### src/hdl/rtu_framer_pkg.sv
// Constants shared by the serial frame layer
package rtu_framer_pkg;
  localparam int unsigned clk_hz = 50000000;
  localparam int unsigned rate_default = 19200;
  // Character times in tenths of a character
  localparam int unsigned end_gap_tenths = 35;
  localparam int unsigned abort_gap_tenths = 15;
  localparam logic [15:0] crc_preset = 16'hffff;
  localparam logic [15:0] crc_poly = 16'ha001;
  localparam logic [7:0] broadcast_addr = 8'h00;
  localparam logic [7:0] max_addr = 8'hf7;
  localparam logic [7:0] fn_read = 8'h03;
  localparam logic [7:0] fn_write = 8'h06;
  localparam logic [3:0] bits_data7 = 4'h7;
  localparam logic [3:0] bits_data8 = 4'h8;
  localparam logic [3:0] bits_per_char7 = 4'ha;
  localparam logic [3:0] bits_per_char8 = 4'hb;
  // Register offsets
  localparam logic [3:0] reg_config = 4'h0;
  localparam logic [3:0] reg_rate = 4'h1;
  localparam logic [3:0] reg_status = 4'h2;
  localparam logic [3:0] reg_rx_data = 4'h3;
  localparam logic [3:0] reg_tx_data = 4'h4;
  localparam logic [3:0] reg_rx_crc = 4'h5;
  // Config fields
  localparam int unsigned cfg_addr_lsb = 0;
  localparam int unsigned cfg_par_en = 8;
  localparam int unsigned cfg_par_odd = 9;
  localparam int unsigned cfg_data7 = 10;
  localparam logic [10:0] cfg_reset = 11'h001;
  // Status bits
  localparam int unsigned st_rx_valid = 0;
  localparam int unsigned st_frame_ok = 1;
  localparam int unsigned st_frame_bad = 2;
  localparam int unsigned st_parity_err = 3;
  localparam int unsigned st_framing_err = 4;
  localparam int unsigned st_tx_busy = 5;
  localparam int unsigned st_broadcast = 6;
  localparam int unsigned st_in_frame = 7;
  localparam int unsigned st_width = 8;
  // Transmit data word: bit 8 marks the last byte before the check field
  localparam int unsigned tx_last_bit = 8;
endpackage

### src/hdl/rtu_crc16.sv
// Bytewise reflected 16-bit check value step
`timescale 1ns/1ps
module rtu_crc16
  import rtu_framer_pkg::*;
(
  // Inputs
  input wire logic [15:0] crc_in,
  input wire logic [7:0] data,
  // Result
  output logic [15:0] crc_out
);
  always_comb begin
    logic [15:0] c;
    c = crc_in ^ {8'h00, data};
    for (int i = 0; i < 8; i++) begin
      if (c[0]) begin
        c = (c >> 1) ^ crc_poly;
      end else begin
        c = c >> 1;
      end
    end
    crc_out = c;
  end
endmodule

### src/hdl/rtu_serial_framer.sv
// Character and frame layer of a serial slave on a half-duplex line
`timescale 1ns/1ps
// Functional notes
// - Drive line only while transmitting
// - Bit timing from bits-per-second setting
// - Start bit, 7/8 data, LSB first
// - Optional odd or even parity bit
// - One stop with parity, two without; seven-bit check bytes carry eight bits, leaving one stop or none
// - Eight data bits: eleven bit periods
// - Seven data bits: ten bit periods
// - Bytes carry binary, not text digits
// - Idle 3.5 characters before new frame
// - Order: address, function, data, check
// - First byte after idle is address
// - Silence 3.5 characters ends frame
// - Gap over 1.5 characters discards frame
// - Merged frames fail check, reported fault
// - Address 0..247, zero is broadcast
// - Function 03H read, 06H write
// - Data field is 2N bytes
// - Check value low byte first
// - Preset all ones, data bits only; seven-bit mode feeds bit 7 of back-to-back tx bytes in too
// - Xor byte, shift eight times
// - Parity sense; mismatch flags error
// - No reply to broadcast frames
module rtu_serial_framer
  import rtu_framer_pkg::*;
(
  // Clock and reset
  input wire logic mclk,
  input wire logic reset_n,
  // Register port
  input wire logic [3:0] reg_addr,
  input wire logic [15:0] reg_wdata,
  input wire logic reg_write,
  input wire logic reg_read,
  output logic [15:0] reg_rdata,
  // Line
  input wire logic line_rx,
  output logic line_tx,
  output logic line_tx_oe
);
  // ---------------------------------------------
  // Registers
  // ---------------------------------------------
  logic [10:0] config_q;
  logic [15:0] serial_rate_setting;
  logic [st_width-1:0] status;
  logic [7:0] rx_data;
  logic [15:0] rx_crc;
  logic [7:0] own_addr;
  logic par_en, par_odd, data7;
  logic [3:0] data_bits, char_bits;
  logic [31:0] bit_cycles, half_cycles, end_gap_cycles, abort_gap_cycles;

  assign own_addr = config_q[cfg_addr_lsb +: 8];
  assign par_en = config_q[cfg_par_en];
  assign par_odd = config_q[cfg_par_odd];
  assign data7 = config_q[cfg_data7];
  assign data_bits = data7 ? bits_data7 : bits_data8;
  assign char_bits = data7 ? bits_per_char7 : bits_per_char8;

  // cycles per bit from rate
  // Divide is costly but only tracks a rarely written setting
  always_ff @(posedge mclk or negedge reset_n) begin
    if (!reset_n) begin
      bit_cycles <= 32'(clk_hz / rate_default);
    end else if (serial_rate_setting == 16'h0000) begin
      bit_cycles <= 32'h0000_0001;
    end else begin
      bit_cycles <= clk_hz / {16'h0000, serial_rate_setting};
    end
  end
  assign half_cycles = bit_cycles >> 1;
  assign end_gap_cycles = (bit_cycles * {28'h0, char_bits} * end_gap_tenths) / 10;
  assign abort_gap_cycles = (bit_cycles * {28'h0, char_bits} * abort_gap_tenths) / 10;

  // ---------------------------------------------
  // Input synchroniser
  // ---------------------------------------------
  logic [2:0] rx_sync;
  logic rx_level;
  always_ff @(posedge mclk or negedge reset_n) begin
    if (!reset_n) begin
      rx_sync <= 3'h7;
      rx_level <= 1'b1;
    end else begin
      rx_sync <= {rx_sync[1:0], line_rx};
      if (rx_sync[1] == rx_sync[2]) begin
        rx_level <= rx_sync[2];
      end
    end
  end

  // ---------------------------------------------
  // Character receiver
  // ---------------------------------------------
  typedef enum logic [1:0] {rx_idle = 2'b00, rx_bits = 2'b01, rx_done = 2'b11} rx_state_e;
  rx_state_e rx_state;
  logic [31:0] rx_cnt;
  logic [3:0] rx_idx;
  logic [10:0] rx_shift;
  logic char_valid, char_par_err, char_frm_err;
  logic [7:0] char_byte;

  always_ff @(posedge mclk or negedge reset_n) begin
    if (!reset_n) begin
      rx_state <= rx_idle;
      rx_cnt <= 32'h0;
      rx_idx <= 4'h0;
      rx_shift <= 11'h0;
      char_valid <= 1'b0;
      char_byte <= 8'h00;
      char_par_err <= 1'b0;
      char_frm_err <= 1'b0;
    end else begin
      char_valid <= 1'b0;
      unique case (rx_state)
        rx_idle: begin
          rx_idx <= 4'h0;
          if (!rx_level) begin
            rx_state <= rx_bits;
            rx_cnt <= half_cycles;
          end
        end
        rx_bits: begin
          if (rx_cnt != 32'h0) begin
            rx_cnt <= rx_cnt - 32'h1;
          end else begin
            rx_cnt <= bit_cycles - 32'h1;
            rx_shift[rx_idx] <= rx_level;
            if (rx_idx == 4'h0 && rx_level) begin
              rx_state <= rx_idle;
            end else if (rx_idx == char_bits - 4'h1) begin
              rx_state <= rx_done;
            end else begin
              rx_idx <= rx_idx + 4'h1;
            end
          end
        end
        rx_done: begin
          char_valid <= 1'b1;
          char_byte <= data7 ? {1'b0, rx_shift[7:1]} : rx_shift[8:1];
          char_par_err <= par_en &
            ((data7 ? (^rx_shift[8:1]) : (^rx_shift[9:1])) != par_odd);
          char_frm_err <= !rx_shift[char_bits - 4'h1] |
            (!par_en & !rx_shift[char_bits - 4'h2]);
          rx_state <= rx_idle;
        end
      endcase
    end
  end

  // ---------------------------------------------
  // Frame delimiting and check
  // ---------------------------------------------
  logic [31:0] silence;
  logic in_frame, frame_bad, frame_broadcast, frame_first;
  logic gap_long;
  logic [15:0] crc_acc, crc_next;
  logic [7:0] hold0, hold1;
  logic [1:0] held;

  rtu_crc16 u_crc (
    .crc_in(crc_acc),
    .data(hold1),
    .crc_out(crc_next)
  );

  always_ff @(posedge mclk or negedge reset_n) begin
    if (!reset_n) begin
      silence <= 32'h0;
    end else if (rx_state != rx_idle || char_valid) begin
      silence <= 32'h0;
    end else if (silence != 32'hffff_ffff) begin
      silence <= silence + 32'h1;
    end
  end

  // remember long gap
  // Silence is cleared while a byte arrives, so the gap must be kept until it lands
  always_ff @(posedge mclk or negedge reset_n) begin
    if (!reset_n) begin
      gap_long <= 1'b0;
    end else if (char_valid) begin
      gap_long <= 1'b0;
    end else if (rx_state == rx_idle && silence > abort_gap_cycles) begin
      gap_long <= 1'b1;
    end
  end

  logic frame_end;
  assign frame_end = in_frame && silence == end_gap_cycles;

  always_ff @(posedge mclk or negedge reset_n) begin
    if (!reset_n) begin
      in_frame <= 1'b0;
      frame_first <= 1'b1;
      frame_bad <= 1'b0;
      frame_broadcast <= 1'b0;
      crc_acc <= crc_preset;
      hold0 <= 8'h00;
      hold1 <= 8'h00;
      held <= 2'h0;
      rx_crc <= 16'h0;
    end else if (char_valid) begin
      if (!in_frame || gap_long) begin
        in_frame <= 1'b1;
        frame_bad <= char_par_err | char_frm_err |
          (char_byte != own_addr && char_byte != broadcast_addr);
        frame_broadcast <= char_byte == broadcast_addr;
        crc_acc <= crc_preset;
        hold0 <= char_byte;
        held <= 2'h1;
      end else begin
        frame_bad <= frame_bad | char_par_err | char_frm_err;
        hold0 <= char_byte;
        hold1 <= hold0;
        if (held == 2'h2) begin
          crc_acc <= crc_next;
        end else begin
          held <= held + 2'h1;
        end
      end
    end else if (frame_end) begin
      in_frame <= 1'b0;
      rx_crc <= {hold0, hold1};
    end
  end

  // Two-stage hold keeps the trailing check bytes out of the running value
  function automatic logic [15:0] u_crc_in_delay(input logic [15:0] c, input logic [7:0] d);
    logic [15:0] r;
    r = c ^ {8'h00, d};
    for (int i = 0; i < 8; i++) begin
      r = r[0] ? ((r >> 1) ^ crc_poly) : (r >> 1);
    end
    return r;
  endfunction

  // ---------------------------------------------
  // Status and receive data
  // ---------------------------------------------
  logic frame_ok_now;
  assign frame_ok_now = !frame_bad && held == 2'h2 && {hold0, hold1} == crc_acc;

  logic tx_busy;
  always_ff @(posedge mclk or negedge reset_n) begin
    if (!reset_n) begin
      status <= '0;
      rx_data <= 8'h00;
    end else begin
      status[st_in_frame] <= in_frame;
      status[st_tx_busy] <= tx_busy;
      if (char_valid) begin
        rx_data <= char_byte;
        status[st_rx_valid] <= 1'b1;
      end else if (reg_read && reg_addr == reg_rx_data) begin
        status[st_rx_valid] <= 1'b0;
      end
      if (char_valid && char_par_err) begin
        status[st_parity_err] <= 1'b1;
      end else if (reg_write && reg_addr == reg_status) begin
        status[st_parity_err] <= status[st_parity_err] & ~reg_wdata[st_parity_err];
      end
      if (char_valid && char_frm_err) begin
        status[st_framing_err] <= 1'b1;
      end else if (reg_write && reg_addr == reg_status) begin
        status[st_framing_err] <= status[st_framing_err] & ~reg_wdata[st_framing_err];
      end
      if (frame_end) begin
        status[st_frame_ok] <= frame_ok_now;
        status[st_frame_bad] <= !frame_ok_now;
        status[st_broadcast] <= frame_broadcast;
      end else if (reg_write && reg_addr == reg_status) begin
        status[st_frame_ok] <= status[st_frame_ok] & ~reg_wdata[st_frame_ok];
        status[st_frame_bad] <= status[st_frame_bad] & ~reg_wdata[st_frame_bad];
      end
    end
  end

  // ---------------------------------------------
  // Register port
  // ---------------------------------------------
  logic tx_req;
  logic tx_take;
  logic [8:0] tx_word;
  always_ff @(posedge mclk or negedge reset_n) begin
    if (!reset_n) begin
      config_q <= cfg_reset;
      serial_rate_setting <= 16'(rate_default);
      tx_req <= 1'b0;
      tx_word <= 9'h000;
    end else begin
      // Request stands until the transmitter takes it
      if (tx_take) begin
        tx_req <= 1'b0;
      end
      if (reg_write) begin
        unique case (reg_addr)
          reg_config: config_q <= reg_wdata[10:0];
          reg_rate: serial_rate_setting <= reg_wdata;
          reg_tx_data: begin
            tx_req <= !status[st_broadcast];
            tx_word <= reg_wdata[8:0];
          end
          default: ;
        endcase
      end
    end
  end

  always_ff @(posedge mclk or negedge reset_n) begin
    if (!reset_n) begin
      reg_rdata <= 16'h0;
    end else if (reg_read) begin
      unique case (reg_addr)
        reg_config: reg_rdata <= {5'h00, config_q};
        reg_rate: reg_rdata <= serial_rate_setting;
        reg_status: reg_rdata <= {8'h00, status};
        reg_rx_data: reg_rdata <= {8'h00, rx_data};
        reg_rx_crc: reg_rdata <= rx_crc;
        default: reg_rdata <= 16'h0;
      endcase
    end else begin
      reg_rdata <= 16'h0;
    end
  end

  // ---------------------------------------------
  // Transmitter
  // ---------------------------------------------
  typedef enum logic [1:0] {tx_idle = 2'b00, tx_gap = 2'b01, tx_shift = 2'b11, tx_check = 2'b10} tx_state_e;
  tx_state_e tx_state;
  logic [31:0] tx_cnt, tx_quiet;
  logic [3:0] tx_idx;
  logic [11:0] tx_frame;
  logic [15:0] tx_crc;
  logic tx_last, tx_crc_hi;

  assign tx_busy = tx_state != tx_idle || tx_req;
  assign tx_take = tx_req && (tx_state == tx_idle ||
    (tx_state == tx_shift && tx_cnt == 32'h0 && tx_idx == char_bits - 4'h1));

  // parity bit insertion
  // Builds start, data LSB first, optional parity and stop bits
  function automatic logic [11:0] pack_char(input logic [7:0] b, input logic d7, input logic pe, input logic po);
    logic [7:0] m;
    logic p;
    m = d7 ? {1'b0, b[6:0]} : b;
    p = (^m) ^ po;
    if (d7) begin
      pack_char = pe ? {3'h7, p, m[6:0], 1'b0} : {3'h7, 1'b1, m[6:0], 1'b0};
    end else begin
      pack_char = pe ? {2'h3, p, m, 1'b0} : {2'h3, 1'b1, m, 1'b0};
    end
  endfunction

  always_ff @(posedge mclk or negedge reset_n) begin
    if (!reset_n) begin
      tx_quiet <= 32'h0;
    end else if (line_tx_oe || rx_state != rx_idle) begin
      tx_quiet <= 32'h0;
    end else if (tx_quiet != 32'hffff_ffff) begin
      tx_quiet <= tx_quiet + 32'h1;
    end
  end

  always_ff @(posedge mclk or negedge reset_n) begin
    if (!reset_n) begin
      tx_state <= tx_idle;
      tx_cnt <= 32'h0;
      tx_idx <= 4'h0;
      tx_frame <= 12'hfff;
      tx_crc <= crc_preset;
      tx_last <= 1'b0;
      tx_crc_hi <= 1'b0;
      line_tx <= 1'b1;
      line_tx_oe <= 1'b0;
    end else begin
      unique case (tx_state)
        tx_idle: begin
          line_tx <= 1'b1;
          line_tx_oe <= 1'b0;
          if (tx_req) begin
            tx_frame <= pack_char(tx_word[7:0], data7, par_en, par_odd);
            tx_last <= tx_word[tx_last_bit];
            tx_state <= tx_gap;
          end
        end
        tx_gap: begin
          if (tx_quiet >= end_gap_cycles) begin
            tx_crc <= u_crc_in_delay(crc_preset, tx_frame[8:1] & (data7 ? 8'h7f : 8'hff));
            tx_state <= tx_shift;
            tx_idx <= 4'h0;
            tx_cnt <= bit_cycles - 32'h1;
            line_tx_oe <= 1'b1;
            line_tx <= tx_frame[0];
          end
        end
        tx_shift, tx_check: begin
          if (tx_cnt != 32'h0) begin
            tx_cnt <= tx_cnt - 32'h1;
          end else if (tx_idx != char_bits - 4'h1) begin
            tx_cnt <= bit_cycles - 32'h1;
            tx_idx <= tx_idx + 4'h1;
            line_tx <= tx_frame[tx_idx + 4'h1];
          end else if (tx_state == tx_shift && tx_req) begin
            // Back-to-back bytes keep the frame continuous
            tx_frame <= pack_char(tx_word[7:0], data7, par_en, par_odd);
            tx_last <= tx_word[tx_last_bit];
            tx_crc <= u_crc_in_delay(tx_crc, tx_word[7:0]);
            tx_idx <= 4'h0;
            tx_cnt <= bit_cycles - 32'h1;
            line_tx <= 1'b0;
          end else if (tx_state == tx_shift && tx_last) begin
            tx_state <= tx_check;
            tx_crc_hi <= 1'b0;
            tx_frame <= pack_char(tx_crc[7:0], 1'b0, par_en, par_odd);
            tx_idx <= 4'h0;
            tx_cnt <= bit_cycles - 32'h1;
            line_tx <= 1'b0;
          end else if (tx_state == tx_check && !tx_crc_hi) begin
            tx_crc_hi <= 1'b1;
            tx_frame <= pack_char(tx_crc[15:8], 1'b0, par_en, par_odd);
            tx_idx <= 4'h0;
            tx_cnt <= bit_cycles - 32'h1;
            line_tx <= 1'b0;
          end else begin
            tx_state <= tx_idle;
            line_tx <= 1'b1;
            line_tx_oe <= 1'b0;
          end
        end
      endcase
    end
  end
endmodule
### config.mk
export PLATFORM = sky130hd
export DESIGN_NAME = rtu_serial_framer
export DESIGN_NICKNAME = d
export VERILOG_FILES = /design/src/hdl/rtu_framer_pkg.sv /design/src/hdl/rtu_crc16.sv /design/src/hdl/rtu_serial_framer.sv
export SDC_FILE = /design/constraint.sdc
export NUM_CORES = 2
export LEC_CHECK = 0
export ABC_AREA = 1
export BUFFER_PORTS_ARGS = -buffer_cell sky130_fd_sc_hd__buf_2
export CORE_AREA = 2 2 383 385
export DETAILED_ROUTE_END_ITERATION = 8
export DIE_AREA = 0 0 385 387
export GPL_TIMING_DRIVEN = 0
export SLEW_MARGIN = 20
export SYNTH_ARGS = -nofsm -noshare
export SYNTH_HDL_FRONTEND = slang
export SYNTH_SLANG_ARGS = --single-unit
### constraint.sdc
create_clock -name mclk -period 81.1 [get_ports mclk]
set_clock_uncertainty 0.1 [all_clocks]
set_input_delay 12.165 -clock mclk [delete_from_list [all_inputs] [get_ports mclk]]
set_output_delay 12.165 -clock mclk [all_outputs]
set_load 0.01 [all_outputs]
After elaboration in Yosys (flattened, before gate mapping) --
Cells that the tools add are included.
Operators by class: add/sub/neg operators 10, multipliers 3, div/mod/pow operators 3, $lt $le $gt $ge 7, eq/ne operators 40, shifts and indexed selects 0, mux-type cells 139, bitwise logic cells 52, reductions and logical operators 83
Operator list (count):
- 16-bit two-way mux | 31
- 32-bit two-way mux | 13
- 32-bit case mux with 2 select lines | 2
- 32-bit by 1-bit subtractor with 32-bit output (second input constant) | 3
- 16-bit case mux with 5 select lines | 1
- 12-bit two-way mux | 6
- 2-bit inverter with 3-bit output | 24
- 32-bit by 1-bit adder with 32-bit output (second input constant) | 2
- 32-bit by 4-bit divider with 32-bit output (second input constant) | 2
- 32-bit inequality test (second input constant) | 2
- 32-bit nonzero test | 2
- 1-bit two-way mux | 40
- 10-bit two-way mux | 4
- 4-bit two-way mux | 9
- 26-bit by 16-bit divider with 32-bit output (first input constant) | 1
- 32-bit equality test | 1
- 32-bit greater-or-equal comparator | 1
- 32-bit > comparator | 1
- 32-bit zero test | 1
- 32-bit by 4-bit multiplier with 32-bit output | 1
- 32-bit by 4-bit multiplier with 32-bit output (second input constant) | 1
- 32-bit by 6-bit multiplier with 32-bit output (second input constant) | 1
- 16-bit case mux with 2 select lines | 1
- 8-bit parity | 4
- other kinds (57) | 183
Word-level totals: bits in registers 345, latch bits 0, memory bits (writable) 0, ROM bits 0, output and inout bits 18, word-level logic and storage cells 379, memories kept 0

Longest topological paths before layout --
word-level depth 21, mapped depth 527, depth with buffers taken out 484

Modules after synthesis --
From an unflattened synthesis, not the netlist that was laid out.
Unflattened totals: cells, all modules 9203, area, all modules 58845.2 µm²
By module, submodules not included:
- rtu_serial_framer | times used 1, cells each 9138, area each 58399.8 µm²
- rtu_crc16 | times used 1, cells each 65, area each 445.4 µm²

Worst setup path before layout --
OpenSTA, ideal clock, no wires.
kind register to register, start point reg serial_rate_setting[0], end point reg bit_cycles[0], setup time 0.119 ns, arrival time 72.178 ns, data required time 80.881 ns, setup slack 8.704 ns, stages on the path, launching flop included 509, path buffers 52, period minus slack after synthesis 72.396 ns, cell sequence dfrtp_1 -> inv_1 -> clkbuf_8 -> clkbuf_1 -> clkbuf_1 -> ha_1 -> buf_2 -> inv_1 -> nor3_1 -> inv_1 -> nor2_4 -> inv_1 -> clkbuf_1 -> nor2_1 -> ha_1 -> a21oi_2 -> nor3_4 -> inv_2 -> [... 473 more ...] -> nand2_1 -> nor2_4 -> nand2_4 -> inv_2 -> buf_4 -> nand2_1 -> o21ai_1 -> ha_1 -> a21oi_1 -> nor2_1 -> a211oi_1 -> o21ai_0 -> nor3_1 -> nand2_1 -> nor2_1 -> nand2_1 -> inv_1 -> nand2_1
Between the ends: longest elaborated chain between the ends 2
RTL lines:
- start: declaration | line rtu_serial_framer.sv:47 | logic [15:0] serial_rate_setting;
- start signal: assignment | line rtu_serial_framer.sv:291 | serial_rate_setting <= 16'(rate_default);
- start signal: assignment | line rtu_serial_framer.sv:302 | reg_rate: serial_rate_setting <= reg_wdata;
- 26-bit by 16-bit divider with 32-bit output or 16-bit zero test (tied branches) | line rtu_serial_framer.sv:71, rtu_serial_framer.sv:68
- 32-bit two-way mux (*) | line rtu_serial_framer.sv:68 | end else if (serial_rate_setting == 16'h0000) begin
- end signal: assignment | line rtu_serial_framer.sv:67 | bit_cycles <= 32'(clk_hz / rate_default);
- end signal: assignment | line rtu_serial_framer.sv:71 | bit_cycles <= clk_hz / {16'h0000, serial_rate_setting};
- end: declaration | line rtu_serial_framer.sv:54 | logic [31:0] bit_cycles, half_cycles, end_gap_cycles, abort_gap_cycles;
Mark *: on every way between the ends. The rest lies on a longest branch, timed or not. A chain may end at the register's enable or synchronous reset.

Worst setup path after layout --
Ends and elaborated chain as after synthesis.

==> flow_metrics.py <==
metrics = {
    "status": {
        "status": "finished clean",
    },
    "placed_design": {
        "dp_hpwl_mm": 142,
        "routabilityCongestion": 0.921,
        "numPortBuffers": 42,
    },
    "floorplanning": {
        "dieArea_um2": 149000,
        "die_h_um": 387,
        "rows": 140,
        "core-area_um2": 145000,
        "io_pins": 43,
        "die_w_um": 385,
        "start_util": 0.399,
    },
    "clock_network": {
        "cts_tree": "done",
        "path_clk_slew_ps": 60,
        "htreeDepth": 2,
        "numCtsBuffers": 43,
        "holdBufCountCts": 0,
        "clock_path_buffers": 3,
        "cts-root-buf": "clkbuf_16",
        "clock_sinks": 341,
        "worstSkewPairLatency_ps": 600,
    },
    "sta": {
        "worst_pin_slew_ps": 1020,
        "fin_crit_ps": 74830,
        "fmax_ghz": 0.0134,
        "drv_slew": 0,
        "slew_headroom": 0.305,
        "report.final.hold_viol_count": 0,
        "setup_viol": 0,
        "post-route-period-util": 0.923,
    },
    "synth": {
        "synth_xor_area_frac": 0.0901,
        "yosys.area.top_type": "ha_1",
        "netlist_top_cells_count": "nand2_1 (2039), inv_1 (1485), nor2_1 (616)",
        "synth_top_area_frac": 0.133,
        "syn_avg_cell_area_um2": 6.41,
        "synthCells": 9008,
        "synth-main-ff-cell": "dfrtp_1",
        "ys_seq_area_frac": 0.149,
        "synth_edf_count": 0,
        "ys_seq_elements": 341,
        "ys_top_cells_by_area": "ha_1 (13%), nand2_1 (13%), dfrtp_1 (12%)",
        "synth-simple-area-share": 0.308,
        "synth_compound_area_frac": 0.169,
        "synth-async-reset-ratio": 1.00,
        "yosysMostFrequentCell": "nand2_1",
        "yosys_warnings": 0,
        "syn-cell-area_um2": 57700,
        "synthesis.nets": 9747,
        "synth_top_family_by_area": "simple AND/OR/NAND/NOR gates",
        "ys_types": 90,
        "synth_fa_ha_area_frac": 0.168,
        "synth_mux_area_frac": 0.000368,
    },
    "layout": {
        "post-route-util": 0.438,
        "fill_cells": 15200,
        "n_antenna_cell": 0,
        "synthToLayoutAreaGrowth_pct": 9.85,
        "nets": 9924,
        "drive_gt1_frac": 0.0952,
    },
    "worst_setup_path": {
        "arrival_ps": 75220,
        "worstPathRequired_ps": 81490,
        "cpPeakStageDelay_ps": 470,
        "critPathTopFamily": "compound AO/OA/AOI/OAI gates",
        "r2r_start": "serial_rate_setting[0]",
        "path_common_cell": "nand2_1",
        "crit_path_start": "serial_rate_setting[0]",
        "path_buf_inv": 109,
        "cp_slowest_cell": "dfrtp_2",
        "criticalPathCategory": "flip-flop to flip-flop",
        "cp-start-kind": "flip-flop",
        "crit_fanout": 13,
        "critPathCaptureType": "flip-flop",
    },
    "routing": {
        "via_count": 58200,
        "dr.first_iter.drc_count": 3356,
        "wl_per_cell_um": 15.5,
        "wl_mm": 172,
        "drtAntennaViolNets": 0,
        "firstDrtPassIters": 6,
        "via_per_inst": 5.23,
        "drc_errors": 0,
    },
    "job": {
        "maxCapViolCount": 0,
    },
    "global_route": {
        "grtUsageTotal": 0.225,
        "grt_pass1_wl_mm": 280,
        "grt_overflow": 0,
        "grt_pass1_vias": 56200,
        "antenna_found_initial": 1,
        "grt_max_degree": 85,
    },
    "min_path": {
        "hold_path_class": "flip-flop to flip-flop",
        "hp-start": "rx_sync[0]",
    },
}
## final cells by class
class,count,area (um^2),area share
multi-input combinational,6965,42900,0.677
sequential,341,8610,0.136
inverter,1555,5930,0.0935
tap,1917,2400,0.0378
clock buffer,59,1210,0.0190
timing repair buffer,131,1100,0.0173
buffer,148,975,0.0154
clock inverter,21,285,0.00450
## per-layer routing
layer  share of wire  vias to the layer above  global-route usage
met5        0.000081                        -                   0
met4           0.037                        2              0.0786
met3           0.032                      294              0.0170
met2            0.49                     1025               0.405
met1            0.44                    27000               0.278
li1                -                    29900                   -
## final timing paths
kind / depth (start not counted) / end / slack [ps]
worst max-delay path: 519 / bit_cycles[0] / 6270
worst min-delay path: 0 / rx_sync[1] / 260
worst max register to register: 519 / bit_cycles[0] / 6270
worst min register to register: 0 / rx_sync[1] / 260
max in group asynchronous: 4 / crc_acc[11] / 67880
min in group asynchronous: 1 / silence[24] / 11380
## cell usage in the layout, fill, tap and decap left out, drive strengths merged, types with 14 or more instances in the layout
cell	netlist	routed
a211oi	23	23
nor4	48	48
nand4	158	158
ha	612	612
o21bai	102	102
nor2	670	670
buf	44	183
dfstp	57	57
o211ai	52	52
a21o	33	33
o2111ai	16	16
nand2	2191	2191
nand3b	23	23
clkbuf	104	155
inv	1534	1533
xor2	387	387
fa	102	102
a31oi	45	45
clkinv	21	26
or2	40	40
o21ai	700	701
a21oi	622	622
nor3	122	122
o221ai	17	17
o21a	14	14
xnor2	204	204
o31ai	19	19
o22ai	21	21
dfrtp	284	284
nand3	663	663
## registers in the layout, indices dropped and copies added (netlist names), 3 cells and up
register             count
rx_cnt                  32
silence                 32
tx_cnt                  32
tx_quiet                32
bit_cycles              31
crc_acc                 16
reg_rdata               16
rx_crc                  16
serial_rate_setting     16
tx_crc                  16
config_q                11
rx_shift                10
tx_frame                10
tx_word                  9
char_byte                8
hold1                    8
rx_data                  8
status                   8
rx_idx                   4
tx_idx                   4
rx_sync                  3
## metrics by stage
stage	setup slack, ps	std cells	setup TNS [ps]	hold WS [ps]	area (um^2)
floorplan	8700	9008	0	245	57700
global placement	-8480	11000	-20390	246	60300
detailed placement	-9450	11000	-24370	254	60600
CTS	73.8	11100	0	260	62400
global route	-543	11100	-543	261	63400
finish	6270	11100	0	262	63400
## worst register-to-register path, delay by kind of cell, from the launching register on
kind                     cells  cell delay (ps)
adder cells (fa/ha/maj)     31             9660
AND/OR/NAND/NOR            160            17170
AO/OA/AOI/OAI              219            32090
buffers and inverters      109            15220
flip-flops                   1              470
## cell families after synthesis
| family | count (synthesis) |
|---|---|
| simple gates | 3943 |
| compound gates | 1711 |
| buf+inv | 1703 |
| fa+ha+maj | 715 |
| xor+xnor | 592 |
| flops | 341 |
| mux | 2 |
| other cells | 1 |
## repair_timing
item,in CTS,in global routing
gates cloned,0,1
gates resized for setup,77,229
buffers inserted,8,69
pin swaps,9,64
setup endpoints to repair,4,4
Power is not shown: default switching activity piles up to over one toggle a cycle in this logic, so the estimate is an artifact.
